[config.mk]
export PLATFORM = sky130hd
export DESIGN_NAME = slcfg_top
export DESIGN_NICKNAME = d
export VERILOG_FILES = /design/src/core/slcfg_pkg.sv /design/src/core/slcfg_sync_det.sv /design/src/core/slcfg_top.sv
export VERILOG_INCLUDE_DIRS = /design/src /design/src/core
export SDC_FILE = /design/constraint.sdc
export NUM_CORES = 1
export LEC_CHECK = 0
export ABC_CLOCK_PERIOD_IN_PS = 2400
export BUFFER_PORTS_ARGS = -buffer_cell sky130_fd_sc_hd__buf_4
export CELL_PAD_IN_SITES_DETAIL_PLACEMENT = 2
export CELL_PAD_IN_SITES_GLOBAL_PLACEMENT = 2
export CORE_ASPECT_RATIO = 2
export CORE_MARGIN = 4
export CORE_UTILIZATION = 32
export CTS_CLUSTER_SIZE = 20
export DETAILED_ROUTE_END_ITERATION = 16
export GPL_ROUTABILITY_DRIVEN = 0
export PLACE_DENSITY = 0.82
export SYNTH_ARGS = -nofsm -noshare
export SYNTH_HDL_FRONTEND = slang
export SYNTH_HIERARCHICAL = 1
export SYNTH_SLANG_ARGS = --single-unit
[constraint.sdc]
create_clock -name SYS_CLK -period 2.4 [get_ports SYS_CLK]
set_clock_uncertainty 0.05 [all_clocks]
set_input_delay 0.24 -clock SYS_CLK [delete_from_list [all_inputs] [get_ports SYS_CLK]]
set_output_delay 0.24 -clock SYS_CLK [all_outputs]
set_load 0.01 [all_outputs]
[src/core/slcfg_defs.svh]
// Register indices, field positions, reset values, header codes and the sync threshold width for the link framing configuration block
`ifndef SLCFG_DEFS_SVH
`define SLCFG_DEFS_SVH

`define SLCFG_IDX_CHANNEL_PAIR_ENABLE 12'h209
`define SLCFG_IDX_SH_SEL 12'h20F
`define SLCFG_IDX_SYNC_TH 12'h210
`define SLCFG_IDX_LINK_CTRL 12'h300
`define SLCFG_IDX_STATUS 12'h301
`define SLCFG_RST_CHANNEL_PAIR_ENABLE 8'h03
`define SLCFG_RST_SH_SEL 8'h00
`define SLCFG_RST_SYNC_TH 8'h03
`define SLCFG_RST_LINK_CTRL 8'h00
`define SLCFG_BIT_FIRST_PAIR 0
`define SLCFG_BIT_SECOND_PAIR 1
`define SLCFG_BIT_SOLO 2
`define SLCFG_BIT_LINK_EN 0
`define SLCFG_BIT_CAL_EN 1
`define SLCFG_SH_CRC12 2'h0
`define SLCFG_SH_FEC 2'h2
`define SLCFG_SYNC_TH_W 5

`endif

[src/core/slcfg_pkg.sv]
// Types shared by the link framing configuration block
package slcfg_pkg;

  typedef enum logic [1:0] {SLCFG_HDR_CRC12, SLCFG_HDR_RSVD1, SLCFG_HDR_FEC, SLCFG_HDR_RSVD3} slcfg_hdr_t;

  // Frame layout handed to the lane mapper, frozen while the link runs
  typedef struct packed {
    logic [3:0] chan_on;
    logic solo;
    logic [4:0] lanes;
    logic [4:0] convs;
    logic tail_pad;
    logic swap_cd_to_ab;
    logic [1:0] hdr_mode;
    logic hdr_active;
    logic [2:0] hdr_cmd;
  } slcfg_layout_t;

  // Static link parameters from the link mode decoder
  typedef struct packed {
    logic [4:0] lanes_cfg;
    logic [4:0] convs_cfg;
    logic enc_64b66b;
  } slcfg_mode_t;

endpackage : slcfg_pkg

[src/core/slcfg_sync_det.sv]
// Filter that turns long enough low runs on the sync request pin into requests
`timescale 1ns/1ps
`default_nettype none
`include "slcfg_defs.svh"
module slcfg_sync_det
  import slcfg_pkg::*;
(
  input wire logic clk,
  input wire logic rst,
  input wire logic ce,
  input wire logic arm,
  input wire logic sync_n_pin,
  input wire logic [`SLCFG_SYNC_TH_W-1:0] thresh,
  output logic sync_req,
  output logic sync_level_n
);

  logic meta_ff;
  logic sync_ff;
  logic [5:0] low_cnt_ff;

  // Two flops before anything reads the pin
  always_ff @(posedge clk or posedge rst)
  begin
    if (rst)
    begin
      meta_ff <= 1'b1;
      sync_ff <= 1'b1;
    end
    else if (ce)
    begin
      meta_ff <= sync_n_pin;
      sync_ff <= meta_ff;
    end
  end

  // Count consecutive low samples, saturating so a held request stays one
  always_ff @(posedge clk or posedge rst)
  begin
    if (rst)
      low_cnt_ff <= 6'h00;
    else if (ce)
    begin
      if (sync_ff || !arm)
        low_cnt_ff <= 6'h00;
      else if (low_cnt_ff != 6'h3F)
        low_cnt_ff <= low_cnt_ff + 6'h01;
    end
  end

  // Short lows are error reports and never raise a request
  // The count lags the current low sample by one, so count >= threshold means threshold plus one lows
  assign sync_req = arm && !sync_ff && (low_cnt_ff >= {1'b0, thresh});
  assign sync_level_n = sync_ff;

endmodule : slcfg_sync_det
`default_nettype wire

[src/core/slcfg_top.sv]
// APB register block and frame layout control for the serial link
//
// Decided for this implementation: the APB interface to the registers.
`timescale 1ns/1ps
`default_nettype none
`include "slcfg_defs.svh"
module slcfg_top
  import slcfg_pkg::*;
(
  input wire logic SYS_CLK,
  input wire logic RESET,
  input wire logic CLK_EN,
  input wire logic PSEL,
  input wire logic PENABLE,
  input wire logic PWRITE,
  input wire logic [13:0] PADDR,
  input wire logic [31:0] PWDATA,
  input wire logic [3:0] PSTRB,
  output logic PREADY,
  output logic [31:0] PRDATA,
  output logic PSLVERR,
  input wire slcfg_pkg::slcfg_mode_t LINK_MODE,
  input wire logic SYNC_N,
  output var slcfg_pkg::slcfg_layout_t LAYOUT,
  output logic LINK_RUN,
  output logic CAL_RUN,
  output logic SYNC_REQ
);
  import slcfg_pkg::*;

  logic [7:0] channel_pair_enable_ff;
  logic [7:0] sh_sel_ff;
  logic [7:0] sync_th_ff;
  logic [7:0] link_ctrl_ff;
  logic link_en_d_ff;
  logic [31:0] rdata_ff;
  logic slverr_ff;
  slcfg_layout_t layout_ff;
  slcfg_layout_t nxt_layout;
  logic sync_req_w;
  logic sync_level_n_w;

  // Byte address is four times the printed register index
  function automatic logic hit(input logic [13:0] addr, input logic [11:0] idx);
    hit = (addr == {idx, 2'b00});
  endfunction : hit

  // Ceiling of half, reused for lanes
  function automatic logic [4:0] half_up(input logic [4:0] n);
    // One extra bit so a count of 31 does not wrap to zero before halving
    half_up = 5'(({1'b0, n} + 6'h01) >> 1);
  endfunction : half_up

  wire access = PSEL && PENABLE && CLK_EN;
  wire wr = access && PWRITE && PSTRB[0];
  wire mapped = hit(PADDR, `SLCFG_IDX_CHANNEL_PAIR_ENABLE) || hit(PADDR, `SLCFG_IDX_SH_SEL)
    || hit(PADDR, `SLCFG_IDX_SYNC_TH) || hit(PADDR, `SLCFG_IDX_LINK_CTRL)
    || hit(PADDR, `SLCFG_IDX_STATUS);
  wire link_en = link_ctrl_ff[`SLCFG_BIT_LINK_EN];

  // Zero wait states: every access completes in its first access cycle
  assign PREADY = 1'b1;
  assign PRDATA = rdata_ff;
  assign PSLVERR = slverr_ff;

  // Register writes; reserved bits are stored as written, software keeps them zero
  always_ff @(posedge SYS_CLK or posedge RESET)
  begin
    if (RESET)
    begin
      channel_pair_enable_ff <= `SLCFG_RST_CHANNEL_PAIR_ENABLE;
      sh_sel_ff <= `SLCFG_RST_SH_SEL;
      sync_th_ff <= `SLCFG_RST_SYNC_TH;
      link_ctrl_ff <= `SLCFG_RST_LINK_CTRL;
    end
    else if (wr)
    begin
      if (hit(PADDR, `SLCFG_IDX_CHANNEL_PAIR_ENABLE))
        channel_pair_enable_ff <= PWDATA[7:0];
      if (hit(PADDR, `SLCFG_IDX_SH_SEL))
        sh_sel_ff <= PWDATA[7:0];
      if (hit(PADDR, `SLCFG_IDX_SYNC_TH))
        sync_th_ff <= PWDATA[7:0];
      if (hit(PADDR, `SLCFG_IDX_LINK_CTRL))
        link_ctrl_ff <= PWDATA[7:0];
    end
  end

  // Read data registered at the end of the setup phase; unmapped reads give zero and an error
  always_ff @(posedge SYS_CLK or posedge RESET)
  begin
    if (RESET)
    begin
      rdata_ff <= 32'h0000_0000;
      slverr_ff <= 1'b0;
    end
    else if (CLK_EN)
    begin
      slverr_ff <= PSEL && !PENABLE && !mapped;
      if (PSEL && !PENABLE && !PWRITE)
      begin
        if (hit(PADDR, `SLCFG_IDX_CHANNEL_PAIR_ENABLE))
          rdata_ff <= {24'h000000, channel_pair_enable_ff};
        else if (hit(PADDR, `SLCFG_IDX_SH_SEL))
          rdata_ff <= {24'h000000, sh_sel_ff};
        else if (hit(PADDR, `SLCFG_IDX_SYNC_TH))
          rdata_ff <= {24'h000000, sync_th_ff};
        else if (hit(PADDR, `SLCFG_IDX_LINK_CTRL))
          rdata_ff <= {24'h000000, link_ctrl_ff};
        else if (hit(PADDR, `SLCFG_IDX_STATUS))
          rdata_ff <= {17'h00000, layout_ff.lanes, layout_ff.convs, sync_level_n_w, layout_ff.chan_on};
        else
          rdata_ff <= 32'h0000_0000;
      end
    end
  end

  // Layout computed from the software settings
  always_comb
  begin
    logic first_on;
    logic second_on;
    logic solo;
    logic reduced;
    first_on = channel_pair_enable_ff[`SLCFG_BIT_FIRST_PAIR];
    second_on = channel_pair_enable_ff[`SLCFG_BIT_SECOND_PAIR];
    solo = channel_pair_enable_ff[`SLCFG_BIT_SOLO];
    reduced = solo || !first_on || !second_on;
    nxt_layout = '0;
    nxt_layout.solo = solo;
    // Solo mode keeps only channel A; relies on software holding first pair on
    if (solo)
      nxt_layout.chan_on = 4'h1;
    else
      nxt_layout.chan_on = {second_on, second_on, first_on, first_on};
    // Half the lanes and converters when a pair is off or solo mode is set
    if (reduced)
    begin
      nxt_layout.lanes = half_up(LINK_MODE.lanes_cfg);
      nxt_layout.convs = LINK_MODE.convs_cfg >> 1;
      nxt_layout.tail_pad = LINK_MODE.lanes_cfg[0];
    end
    else
    begin
      nxt_layout.lanes = LINK_MODE.lanes_cfg;
      nxt_layout.convs = LINK_MODE.convs_cfg;
    end
    // C and D move into the A and B slots
    nxt_layout.swap_cd_to_ab = !solo && !first_on && second_on;
    // Header mode only matters for 64B/66B
    nxt_layout.hdr_active = LINK_MODE.enc_64b66b;
    nxt_layout.hdr_mode = LINK_MODE.enc_64b66b ? sh_sel_ff[1:0] : `SLCFG_SH_CRC12;
    nxt_layout.hdr_cmd = 3'h0;
  end

  // Snapshot on the rising link enable so the frame stays fixed while running
  always_ff @(posedge SYS_CLK or posedge RESET)
  begin
    if (RESET)
    begin
      link_en_d_ff <= 1'b0;
      layout_ff <= '0;
    end
    else if (CLK_EN)
    begin
      link_en_d_ff <= link_en;
      if (link_en && !link_en_d_ff)
        layout_ff <= nxt_layout;
    end
  end

  assign LAYOUT = layout_ff;
  assign LINK_RUN = link_en_d_ff;
  assign CAL_RUN = link_ctrl_ff[`SLCFG_BIT_CAL_EN];
  assign SYNC_REQ = sync_req_w;

  // Sync pin filter, armed only while the link runs
  slcfg_sync_det u_sync
  (
    .clk(SYS_CLK),
    .rst(RESET),
    .ce(CLK_EN),
    .arm(link_en_d_ff),
    .sync_n_pin(SYNC_N),
    .thresh(sync_th_ff[`SLCFG_SYNC_TH_W-1:0]),
    .sync_req(sync_req_w),
    .sync_level_n(sync_level_n_w)
  );

endmodule : slcfg_top
`default_nettype wire

==> qor.txt, run 1 <==
Gr ovfl total -> 0
Crit-path max FO -> 8
HP Class -> primary input to flip-flop
Initial DRC Count -> 119
PwrDens -> 580 nW/um^2
Startpoint Class -> flip-flop
Final slew viol count -> 0
Worst R2R Setup Slack -> 580 ps
Dpl ws -> 374 ps
Routed Antenna Nets -> 0
Post-synthesis cell type count -> 59
Pin count of the biggest net entering global routing -> 69
Crit. End Element -> output pin
Sequential fraction of the synthesis area -> 46.7%
Die ar. -> 14,800 um^2
Fmax -> 0.471 GHz
Maximum vdd ir drop -> 0.322 mV
Bufs on Longest Clock Path -> 2
Vias in the first global route -> 3,798
Worst flop-to-flop path endpoint -> LAYOUT[16]
Placed Area -> 4760 um^2
Final period util -> 88.6%
CP arrival -> 1840 ps
Clock Latency Late Sink -> 340 ps
Inserted Clock Buffers -> 9
Final Power -> 2950 uW
Die Width -> 88.0 um
Synth Flop Type -> dfrtp_1
CTS Root Buffer Type -> clkbuf_16
Sinks on Clock Net -> 76
RSZ-0062 raised after global routing -> no
Reg clk slew, reported paths -> 60 ps
Hold_ws -> 66.2 ps
Final Cell Area -> 5090 um^2
DP Wirelength -> 9670 um
Number of remaining DRC errors -> 0
DRT Pass-1 Iters -> 4
Min-Delay Path Depth -> 2
Final Setup Violations -> 0
Max Cap Violations -> 0
Endpoint, Worst Hold -> PSLVERR
Measured slew at the worst slew-check pin -> 672 ps
CTS tree -> done
Register bit total from synthesis -> 76
Num rows -> 58
R2R Path Start -> channel_pair_enable_ff[0]
IO Port Bufs -> 79
Initial antenna violation count -> 0
Total number of vias -> 3,242
Ys async rst share -> 100%
I/O Pins -> 128
Layout Nets -> 514
Post-synth EDFFs -> 0
Post-CTS Setup Inserts -> 0
Wire per inst -> 22.1 um
Syn Std Cell Area -> 4090 um^2
R2R depth -> 3
Yosys Warn Count -> 6
Syn Area/Cell -> 11.4 um^2
Diodes inserted -> 0
Max-slew headroom -> 55.1%
Final hold violation count -> 0
Setup TNS -> 0 ps
Final worst slack -> 275 ps
CTS H-tree lvls -> 3
Crit path kind -> flip-flop to output pin
CP Data Required Time -> 2110 ps
Final Critical Period -> 2130 ps
Area Overhead vs Synth -> 24.5%
Via density -> 5.46
Cells after synthesis -> 359
Routed WL -> 13,100 um
Starting Density -> 32.6%
Hold Startpoint -> PENABLE
Fraction of layout cells with a size suffix above 1 -> 34.9%
First-pass GRT wire length -> 21,100 um
Gr usage total -> 18.7%
Pleak -> 0.00243 uW
Die Ht -> 168 um
Status -> finished clean
Core ar. -> 12,600 um^2
[cell usage after synthesis (8+ instances only)]
library cell / number / share of area [%]
inv_1: 11 / 1.0
a22o_1: 15 / 3.2
nand2_1: 32 / 2.9
clkbuf_1: 9 / 0.83
mux2_4: 24 / 8.8
nand3_1: 14 / 1.7
mux2_1: 8 / 2.2
o21ai_0: 21 / 2.6
mux2_2: 11 / 3.0
buf_4: 22 / 4.0
dfrtp_1: 70 / 43
a21oi_1: 9 / 1.1
[metrics by stage]
step,std cells,utilization [%]
floorplan,378,-
global placement,577,38.0
detailed placement,577,38.0
CTS,594,40.6
global route,594,40.6
finish,594,40.6
[layout make-up]
cell class	instances	area [um^2]
Clock buffer	11	243
Clock inverter	5	75.1
Fill cell	1328	7460
Inverter	11	41.3
Multi-Input combinational cell	250	1940
Sequential cell	76	1910
Tap cell	150	188
Timing Repair Buffer	91	698
[flip-flops by register name, summed over array words and instances, names as in the netlist]
| name | flops |
|---|---|
| u_sync/meta_ff | 1 |
| PSLVERR | 1 |
| u_sync/sync_level_n | 1 |
| sh_sel_ff | 8 |
| LAYOUT | 19 |
| channel_pair_enable_ff | 8 |
| LINK_RUN | 1 |
| u_sync/low_cnt_ff | 6 |
| sync_th_ff | 8 |
| PRDATA | 15 |
| link_ctrl_ff | 8 |
[cell families after synthesis]
group                      Yosys count  share of synthesized area [%]
AOI/OAI and AO/OA                   78                           13.4
xor gates and xnor gates             3                          0.642
adders and majority gates            7                           2.14
buffers and inverters               52                           7.71
DFF                                 76                           46.7
muxes                               49                           15.5
other                                2                          0.184
and+or+nand+nor                     92                           13.8
[worst max path at each step]
stage | slack, ps | cells past startpoint | start | to
after CTS | 270 | 5 | u_sync/low_cnt_ff[3] | SYNC_REQ
final | 270 | 5 | u_sync/low_cnt_ff[3] | SYNC_REQ
after detailed placement | 370 | 6 | PADDR[10] | channel_pair_enable_ff[5]
after global routing | 150 | 5 | u_sync/low_cnt_ff[3] | SYNC_REQ
after floorplan | 410 | 1 | RESET | LAYOUT[10]
after global placement | 410 | 6 | PADDR[10] | sh_sel_ff[7]
[power by group]
part	total, uW	switching (uW)	internal (uW)
sequential	1300	4.70	1290
combinational	198	118	79.6
clock	1460	528	934
total	2950	651	2300
[per-layer routing]
| layer | up-vias | part of all wire [%] | global-route usage (%) |
|---|---|---|---|
| met3 | 28 | 3.9 | 3.04 |
| met1 | 1689 | 35 | 19.5 |
| met5 | - | 0 | 0 |
| met2 | 107 | 58 | 35.6 |
| li1 | 1418 | - | - |
| met4 | 0 | 2.8 | 7.55 |
[repair_timing]
| action | in CTS | in global routing |
|---|---|---|
| hold endpoints to repair | 70 | 0 |
| hold buffers | 1 | 0 |
| gates resized for setup | 0 | 0 |
[cells in the final DEF (no fill, tap or decap), types with 8 or more instances in the layout]
master / synthesis / final
buf_4: 22 / 89
dfrtp_1: 70 / 70
nand2_1: 32 / 32
mux2_4: 24 / 24
o21ai_0: 21 / 21
conb_1: 2 / 21
a22o_1: 15 / 15
nand3_1: 14 / 14
mux2_2: 11 / 11
inv_1: 11 / 10
a21oi_1: 9 / 9
clkbuf_16: 0 / 9
mux2_1: 8 / 8
[critical path, cell delays in order (launching register included)]
cell and delay [ps]:
dfrtp_1 520, ha_1 320, a21o_1 170, a211oi_1 220
o22ai_1 110, buf_4 160
Power figures use the tool's default switching activity.
==> run 2: changes to the inputs <==
--- a/config.mk
+++ b/config.mk
@@ -6,7 +6,7 @@
 export SDC_FILE = /design/constraint.sdc
 export NUM_CORES = 1
 export LEC_CHECK = 0
-export ABC_CLOCK_PERIOD_IN_PS = 2400
+export ABC_CLOCK_PERIOD_IN_PS = 2200
 export BUFFER_PORTS_ARGS = -buffer_cell sky130_fd_sc_hd__buf_4
 export CELL_PAD_IN_SITES_DETAIL_PLACEMENT = 2
 export CELL_PAD_IN_SITES_GLOBAL_PLACEMENT = 2
==> constraint.sdc (replaced) <==
create_clock -name SYS_CLK -period 2.2 [get_ports SYS_CLK]
set_clock_uncertainty 0.05 [all_clocks]
set_input_delay 0.22 -clock SYS_CLK [delete_from_list [all_inputs] [get_ports SYS_CLK]]
set_output_delay 0.22 -clock SYS_CLK [all_outputs]
set_load 0.01 [all_outputs]
==> qor.txt, run 2 (synthesis gave the netlist of run 1 again) <==
PwrDens -> 598 nW/um^2 (+3.1%)
I/O Pins -> 128 (unchanged)
Final slew viol count -> 0 (unchanged)
Dpl ws -> 177 ps (-197 ps)
Final period util -> 93.8%
Routed Antenna Nets -> 0 (unchanged)
Final Cell Area -> 5120 um^2 (+0.52%)
RSZ-0062 raised after global routing -> no
Detail Route met2 WL -> 7680 um (+0.38%)
DP Wirelength -> 9950 um (+2.9%)
Gr usage total -> 18.8% (+0.066 points)
CTS Root Buffer Type -> clkbuf_16
Crit-path max FO -> 8 (unchanged)
Die Width -> 88.0 um (unchanged)
Die Ht -> 168 um (unchanged)
Pin count of the biggest net entering global routing -> 37 (-46%)
Initial DRC Count -> 115 (-3.4%)
Clock Latency Late Sink -> 330 ps (about the same)
CP arrival -> 1790 ps (-50 ps)
Layout Nets -> 518 (+0.78%)
Gr ovfl total -> 0 (unchanged)
Metal-1 WL -> 4660 um (+1.5%)
Max Cap Violations -> 0 (unchanged)
Post-CTS Setup Inserts -> 0 (unchanged)
Total number of vias -> 3,204 (-1.2%)
Crit path kind -> flip-flop to output pin
Initial antenna violation count -> 0 (unchanged)
CTS tree -> done
Final Critical Period -> 2060 ps
Placed Area -> 4820 um^2 (+1.2%)
Core ar. -> 12,600 um^2 (unchanged)
Most frequent cells in the layout -> buf_4 (91), dfrtp_1 (69), nand2_1 (32), mux2_4 (24)
IO Port Bufs -> 79 (unchanged)
Num rows -> 58 (unchanged)
Crit. End Element -> output pin
Met3 WL -> 578 um (+12%)
CTS H-tree lvls -> 3 (unchanged)
Final worst slack -> 137 ps (-138 ps)
Startpoint Class -> flip-flop
Via density -> 5.37 (-1.7%)
Final hold violation count -> 0 (unchanged)
DRT Pass-1 Iters -> 5 (+1)
First-pass GRT wire length -> 20,900 um (-0.66%)
Area Overhead vs Synth -> 25.1%
Wire per inst -> 22.3 um (+0.98%)
Pleak -> 0.00243 uW (+0.18%)
Final Power -> 3060 uW (+3.6%)
Sinks on Clock Net -> 76 (unchanged)
Routed WL -> 13,300 um (+1.5%)
Final Setup Violations -> 0 (unchanged)
Number of remaining DRC errors -> 0 (unchanged)
Commonest non-fill, non-tap cell in the layout -> buf_4
Inserted Clock Buffers -> 9 (unchanged)
Measured slew at the worst slew-check pin -> 646 ps (-25.4 ps)
Bufs on Longest Clock Path -> 2 (unchanged)
Fmax -> 0.485 GHz
Fill cell count -> 1,332 (+0.30%)
Reg clk slew, reported paths -> 60 ps (about the same)
Max reg flops -> 19 (unchanged)
DR top layer -> met4
Vias in the first global route -> 3,703 (-2.5%)
HP Class -> primary input to flip-flop
Max-slew headroom -> 56.9% (+1.8 points)
Diodes inserted -> 0 (unchanged)
Die ar. -> 14,800 um^2 (unchanged)
Setup TNS -> 0 ps (unchanged)
Status -> finished clean
Fraction of layout cells with a size suffix above 1 -> 35.8% (+0.88 points)
Maximum vdd ir drop -> 0.357 mV (+11%)
CP Data Required Time -> 1930 ps (-180 ps)
Starting Density -> 32.6% (unchanged)
run 2: cell types whose count changed in the layout (fill, tap and decap cells not counted), sizes merged:
cell / previous run / this run
buf: 90 / 94
bufinv: 2 / 0
clkbuf: 11 / 12
clkinv: 3 / 2
clkinvlp: 0 / 1
run 2: metrics by stage:
step | cells | utilization, % | hold WS [ps]
global route | 597 | 40.8 | 58.8
finish | 597 | 40.8 | 57.2
floorplan | 378 | - | -15.8
detailed placement | 581 | 38.4 | 170
CTS | 597 | 40.8 | 48.0
global placement | 581 | 38.4 | 156
run 2: worst paths after layout:
| check | startpoint | slack [ps] | cells after the start | end |
|---|---|---|---|---|
| min in group asynchronous | RESET | 380 | 3 | u_sync/low_cnt_ff[5] |
| worst max-delay path | u_sync/low_cnt_ff[3] | 140 | 5 | SYNC_REQ |
| worst min-delay path | PENABLE | 60 | 2 | PSLVERR |
| worst min register to register | link_ctrl_ff[2] | 440 | 1 | link_ctrl_ff[2] |
| worst max register to register | channel_pair_enable_ff[0] | 580 | 4 | LAYOUT[8] |
| max in group asynchronous | RESET | 930 | 4 | channel_pair_enable_ff[1] |
run 2: repair_timing:
item / in CTS / in global routing
setup endpoints to repair: 0 / 1
resized for setup: 0 / 1
hold buffers: 1 / 0
endpoints found under the hold margin: 29 / 0
run 2: cell type report:
cell class	instances	area (um^2)	share of cell area [%]
multi-input cells	250	1940	37.9
well taps	150	188	3.67
inverters	11	41.3	0.807
repair buffers	95	753	14.7
clock buffers	12	267	5.21
flip-flops and latches	76	1910	37.3
clock inverters	3	21.3	0.416
run 2: critical path: stages, from the launching register on:
cell	delay (ps)
dfrtp_2	480
ha_1	320
a21o_1	170
a211oi_1	230
o22ai_1	110
buf_4	150
run 2: report_power, final:
| part | leakage, uW | switching (uW) | internal, uW |
|---|---|---|---|
| clock | 0.000141 | 580 | 850 |
| combinational | 0.00125 | 129 | 88.7 |
| sequential | 0.00104 | 4.99 | 1410 |
run 2: per-layer routing:
metal	track usage [%]	vias up
met5	0	-
met4	8.88	0
met1	19.6	1649
li1	-	1429
met3	3.09	26
met2	35.0	100
==> run 3: changes to the inputs <==
--- a/config.mk
+++ b/config.mk
@@ -17,6 +17,7 @@
 export DETAILED_ROUTE_END_ITERATION = 16
 export GPL_ROUTABILITY_DRIVEN = 0
 export PLACE_DENSITY = 0.82
+export RECOVER_POWER = 50
 export SYNTH_ARGS = -nofsm -noshare
 export SYNTH_HDL_FRONTEND = slang
 export SYNTH_HIERARCHICAL = 1
==> qor.txt, run 3 (synthesis gave the netlist of run 1 again) <==
Met3 WL -> 557 um (-3.6%)
Metal-1 WL -> 4680 um (+0.49%)
Crit path cell chain -> ha_1, a21o_1, a211oi_1, o22ai_1, buf_4
Inserted Clock Buffers -> 9 (unchanged)
Worst flop-to-flop path endpoint -> LAYOUT[8]
Gr ovfl total -> 0 (unchanged)
Wire per inst -> 22.3 um (+0.14%)
Worst setup path startpoint -> u_sync/low_cnt_ff[3]
Sinks on Clock Net -> 76 (unchanged)
IO Port Bufs -> 79 (unchanged)
Startpoint Class -> flip-flop
Die ar. -> 14,800 um^2 (unchanged)
R2R depth -> 4 (unchanged)
Final hold violation count -> 0 (unchanged)
Dpl ws -> 177 ps (unchanged)
Stages on worst setup path -> 5 (unchanged)
Total number of vias -> 3,195 (-0.28%)
Final core utilization -> 39.6% (-1.2 points)
Crit-path leading delay family -> compound AO/OA/AOI/OAI gates
CP Data Required Time -> 1930 ps (about the same)
Fin cells -> 597 (unchanged)
Worst Path Buf+Inv -> 1 (unchanged)
Max reg flops -> 19 (unchanged)
CP max stage cell -> dfrtp_2
Area Overhead vs Synth -> 21.4%
Commonest non-fill, non-tap cell in the layout -> dfrtp_1
Via density -> 5.35 (-0.28%)
Starting Density -> 32.6% (unchanged)
Diodes inserted -> 0 (unchanged)
CP arrival -> 1800 ps (about the same)
Post-CTS Setup Inserts -> 0 (unchanged)
Final Setup Violations -> 0 (unchanged)
Fraction of layout cells with a size suffix above 1 -> 26.4% (-9.4 points)
I/O Pins -> 128 (unchanged)
Layout Nets -> 518 (unchanged)
Sequential power share -> 46.1% (about the same)
Clock Latency Late Sink -> 330 ps (about the same)
RSZ-0062 raised after global routing -> no
DRT Pass-1 Iters -> 4 (-1)
Fill cell count -> 1,355 (+1.7%)
First-pass GRT wire length -> 20,900 um (unchanged)
Gr usage total -> 18.8% (unchanged)
Die Width -> 88.0 um (unchanged)
Pin count of the biggest net entering global routing -> 37 (unchanged)
Area of the multi-input gates -> 1940 um^2 (unchanged)
Detail Route met2 WL -> 7700 um (+0.30%)
Max incr delay on CP -> 480 ps (about the same)
Max Cap Violations -> 0 (unchanged)
Pleak -> 0.00226 uW (-7.0%)
HP Class -> primary input to flip-flop
Comb power frac -> 7.1% (about the same)
Setup TNS -> 0 ps (unchanged)
Crit path kind -> flip-flop to output pin
Maximum vdd ir drop -> 0.359 mV (+0.40%)
Crit. End Element -> output pin
Final Power -> 3060 uW (about the same)
Internal power -> 2340 uW (-0.12%)
CTS Root Buffer Type -> clkbuf_16
Vias in the first global route -> 3,703 (unchanged)
Num rows -> 58 (unchanged)
Seq. cell area -> 1910 um^2 (unchanged)
Core ar. -> 12,600 um^2 (unchanged)
Fmax -> 0.484 GHz (-0.11%)
R2R Path Start -> channel_pair_enable_ff[0]
Initial antenna violation count -> 0 (unchanged)
Worst R2R Setup Slack -> 570 ps (about the same)
Die Ht -> 168 um (unchanged)
Final worst slack -> 134 ps (-2.27 ps)
Routed Antenna Nets -> 0 (unchanged)
Routed WL -> 13,300 um (+0.14%)
Worst setup path endpoint -> SYNC_REQ
CTS tree -> done
DR top layer -> met4
Initial DRC Count -> 91 (-21%)
# placed instances -> 581 (unchanged)
Sw frac -> 23.4% (+0.062 points)
Bufs on Longest Clock Path -> 2 (unchanged)
Measured slew at the worst slew-check pin -> 1170 ps (+522 ps)
Status -> finished clean
Final Critical Period -> 2070 ps (+2.27 ps)
Most frequent cells in the layout -> dfrtp_1 (69), buf_4 (51), clkbuf_1 (40), nand2_1 (32), mux2_4 (24)
Final period util -> 93.9% (+0.10 points)
Sw Pwr -> 716 uW (+0.22%)
CTS H-tree lvls -> 3 (unchanged)
Final slew viol count -> 0 (unchanged)
PwrDens -> 616 nW/um^2 (+3.0%)
Max-slew headroom -> 22.0% (-35 points)
Crit-path max FO -> 8 (unchanged)
Reg clk slew, reported paths -> 60 ps (about the same)
Number of remaining DRC errors -> 0 (unchanged)
DP Wirelength -> 9950 um (unchanged)
Clock power share -> 46.8% (about the same)
[run 3: cell count changes in the layout (fill, tap and decap cells not counted)]
| cell | previous run | this run |
|---|---|---|
| dfstp_1 | 0 | 1 |
| dfstp_2 | 6 | 5 |
| buf_4 | 91 | 51 |
| inv_2 | 1 | 0 |
| clkbuf_1 | 0 | 40 |
| inv_1 | 10 | 11 |
[run 3: final cells by class]
| type | instances | share of cell area (%) |
|---|---|---|
| clock buffers | 12 | 5.36 |
| clock inverters | 3 | 0.428 |
| inverters | 11 | 0.831 |
| multi-input cells | 250 | 39.0 |
| flip-flops and latches | 76 | 38.5 |
| well taps | 150 | 3.78 |
| repair buffers | 95 | 12.1 |
[run 3: stage by stage]
step / hold WS (ps) / area (um^2)
2_1_floorplan: -15.8 / 4160
3_3_place_gp: 156 / 4820
3_5_place_dp: 170 / 4820
4_1_cts: 48.0 / 5120
5_1_grt: 58.8 / 4970
6_report: 57.4 / 4970
[run 3: timing repair]
action | in CTS | in global routing
setup endpoints to repair | 0 | 1
gates resized for setup | 0 | 1
hold endpoints to repair | 29 | 0
hold buffers | 1 | 0
[run 3: worst min path at each step]
stage | from | to | slack [ps] | cells past startpoint
global route | PENABLE | PSLVERR | 60 | 2
floorplan | RESET | u_sync/low_cnt_ff[0] | -20 | 1
global placement | RESET | u_sync/low_cnt_ff[2] | 160 | 2
finish | PENABLE | PSLVERR | 60 | 2
detailed placement | RESET | u_sync/low_cnt_ff[1] | 170 | 2
CTS | PENABLE | PSLVERR | 50 | 2
[run 3: power groups by stage]
stage / Combinational [uW] / Sequential [uW] / Clock (uW)
after floorplan: 125 / 1440 / 0
after global placement: 208 / 1440 / 0
after detailed placement: 217 / 1440 / 0
after CTS: 221 / 1410 / 1450
after global routing: 239 / 1410 / 1510
final: 216 / 1410 / 1430
[run 3: per-layer routing]
metal / vias to the layer above / global-route usage (%)
li1: 1432 / -
met1: 1644 / 19.6
met2: 93 / 35.0
met3: 26 / 3.09
met4: 0 / 8.88
met5: - / 0
[run 3: worst register-to-register path, delay by kind of cell, from the launching register on]
kind	cells	cell delay, ps
buffers and inverters	1	290
AND/OR/NAND/NOR	1	300
multiplexers	1	160
flip-flops	1	600
AO/OA/AOI/OAI	1	100
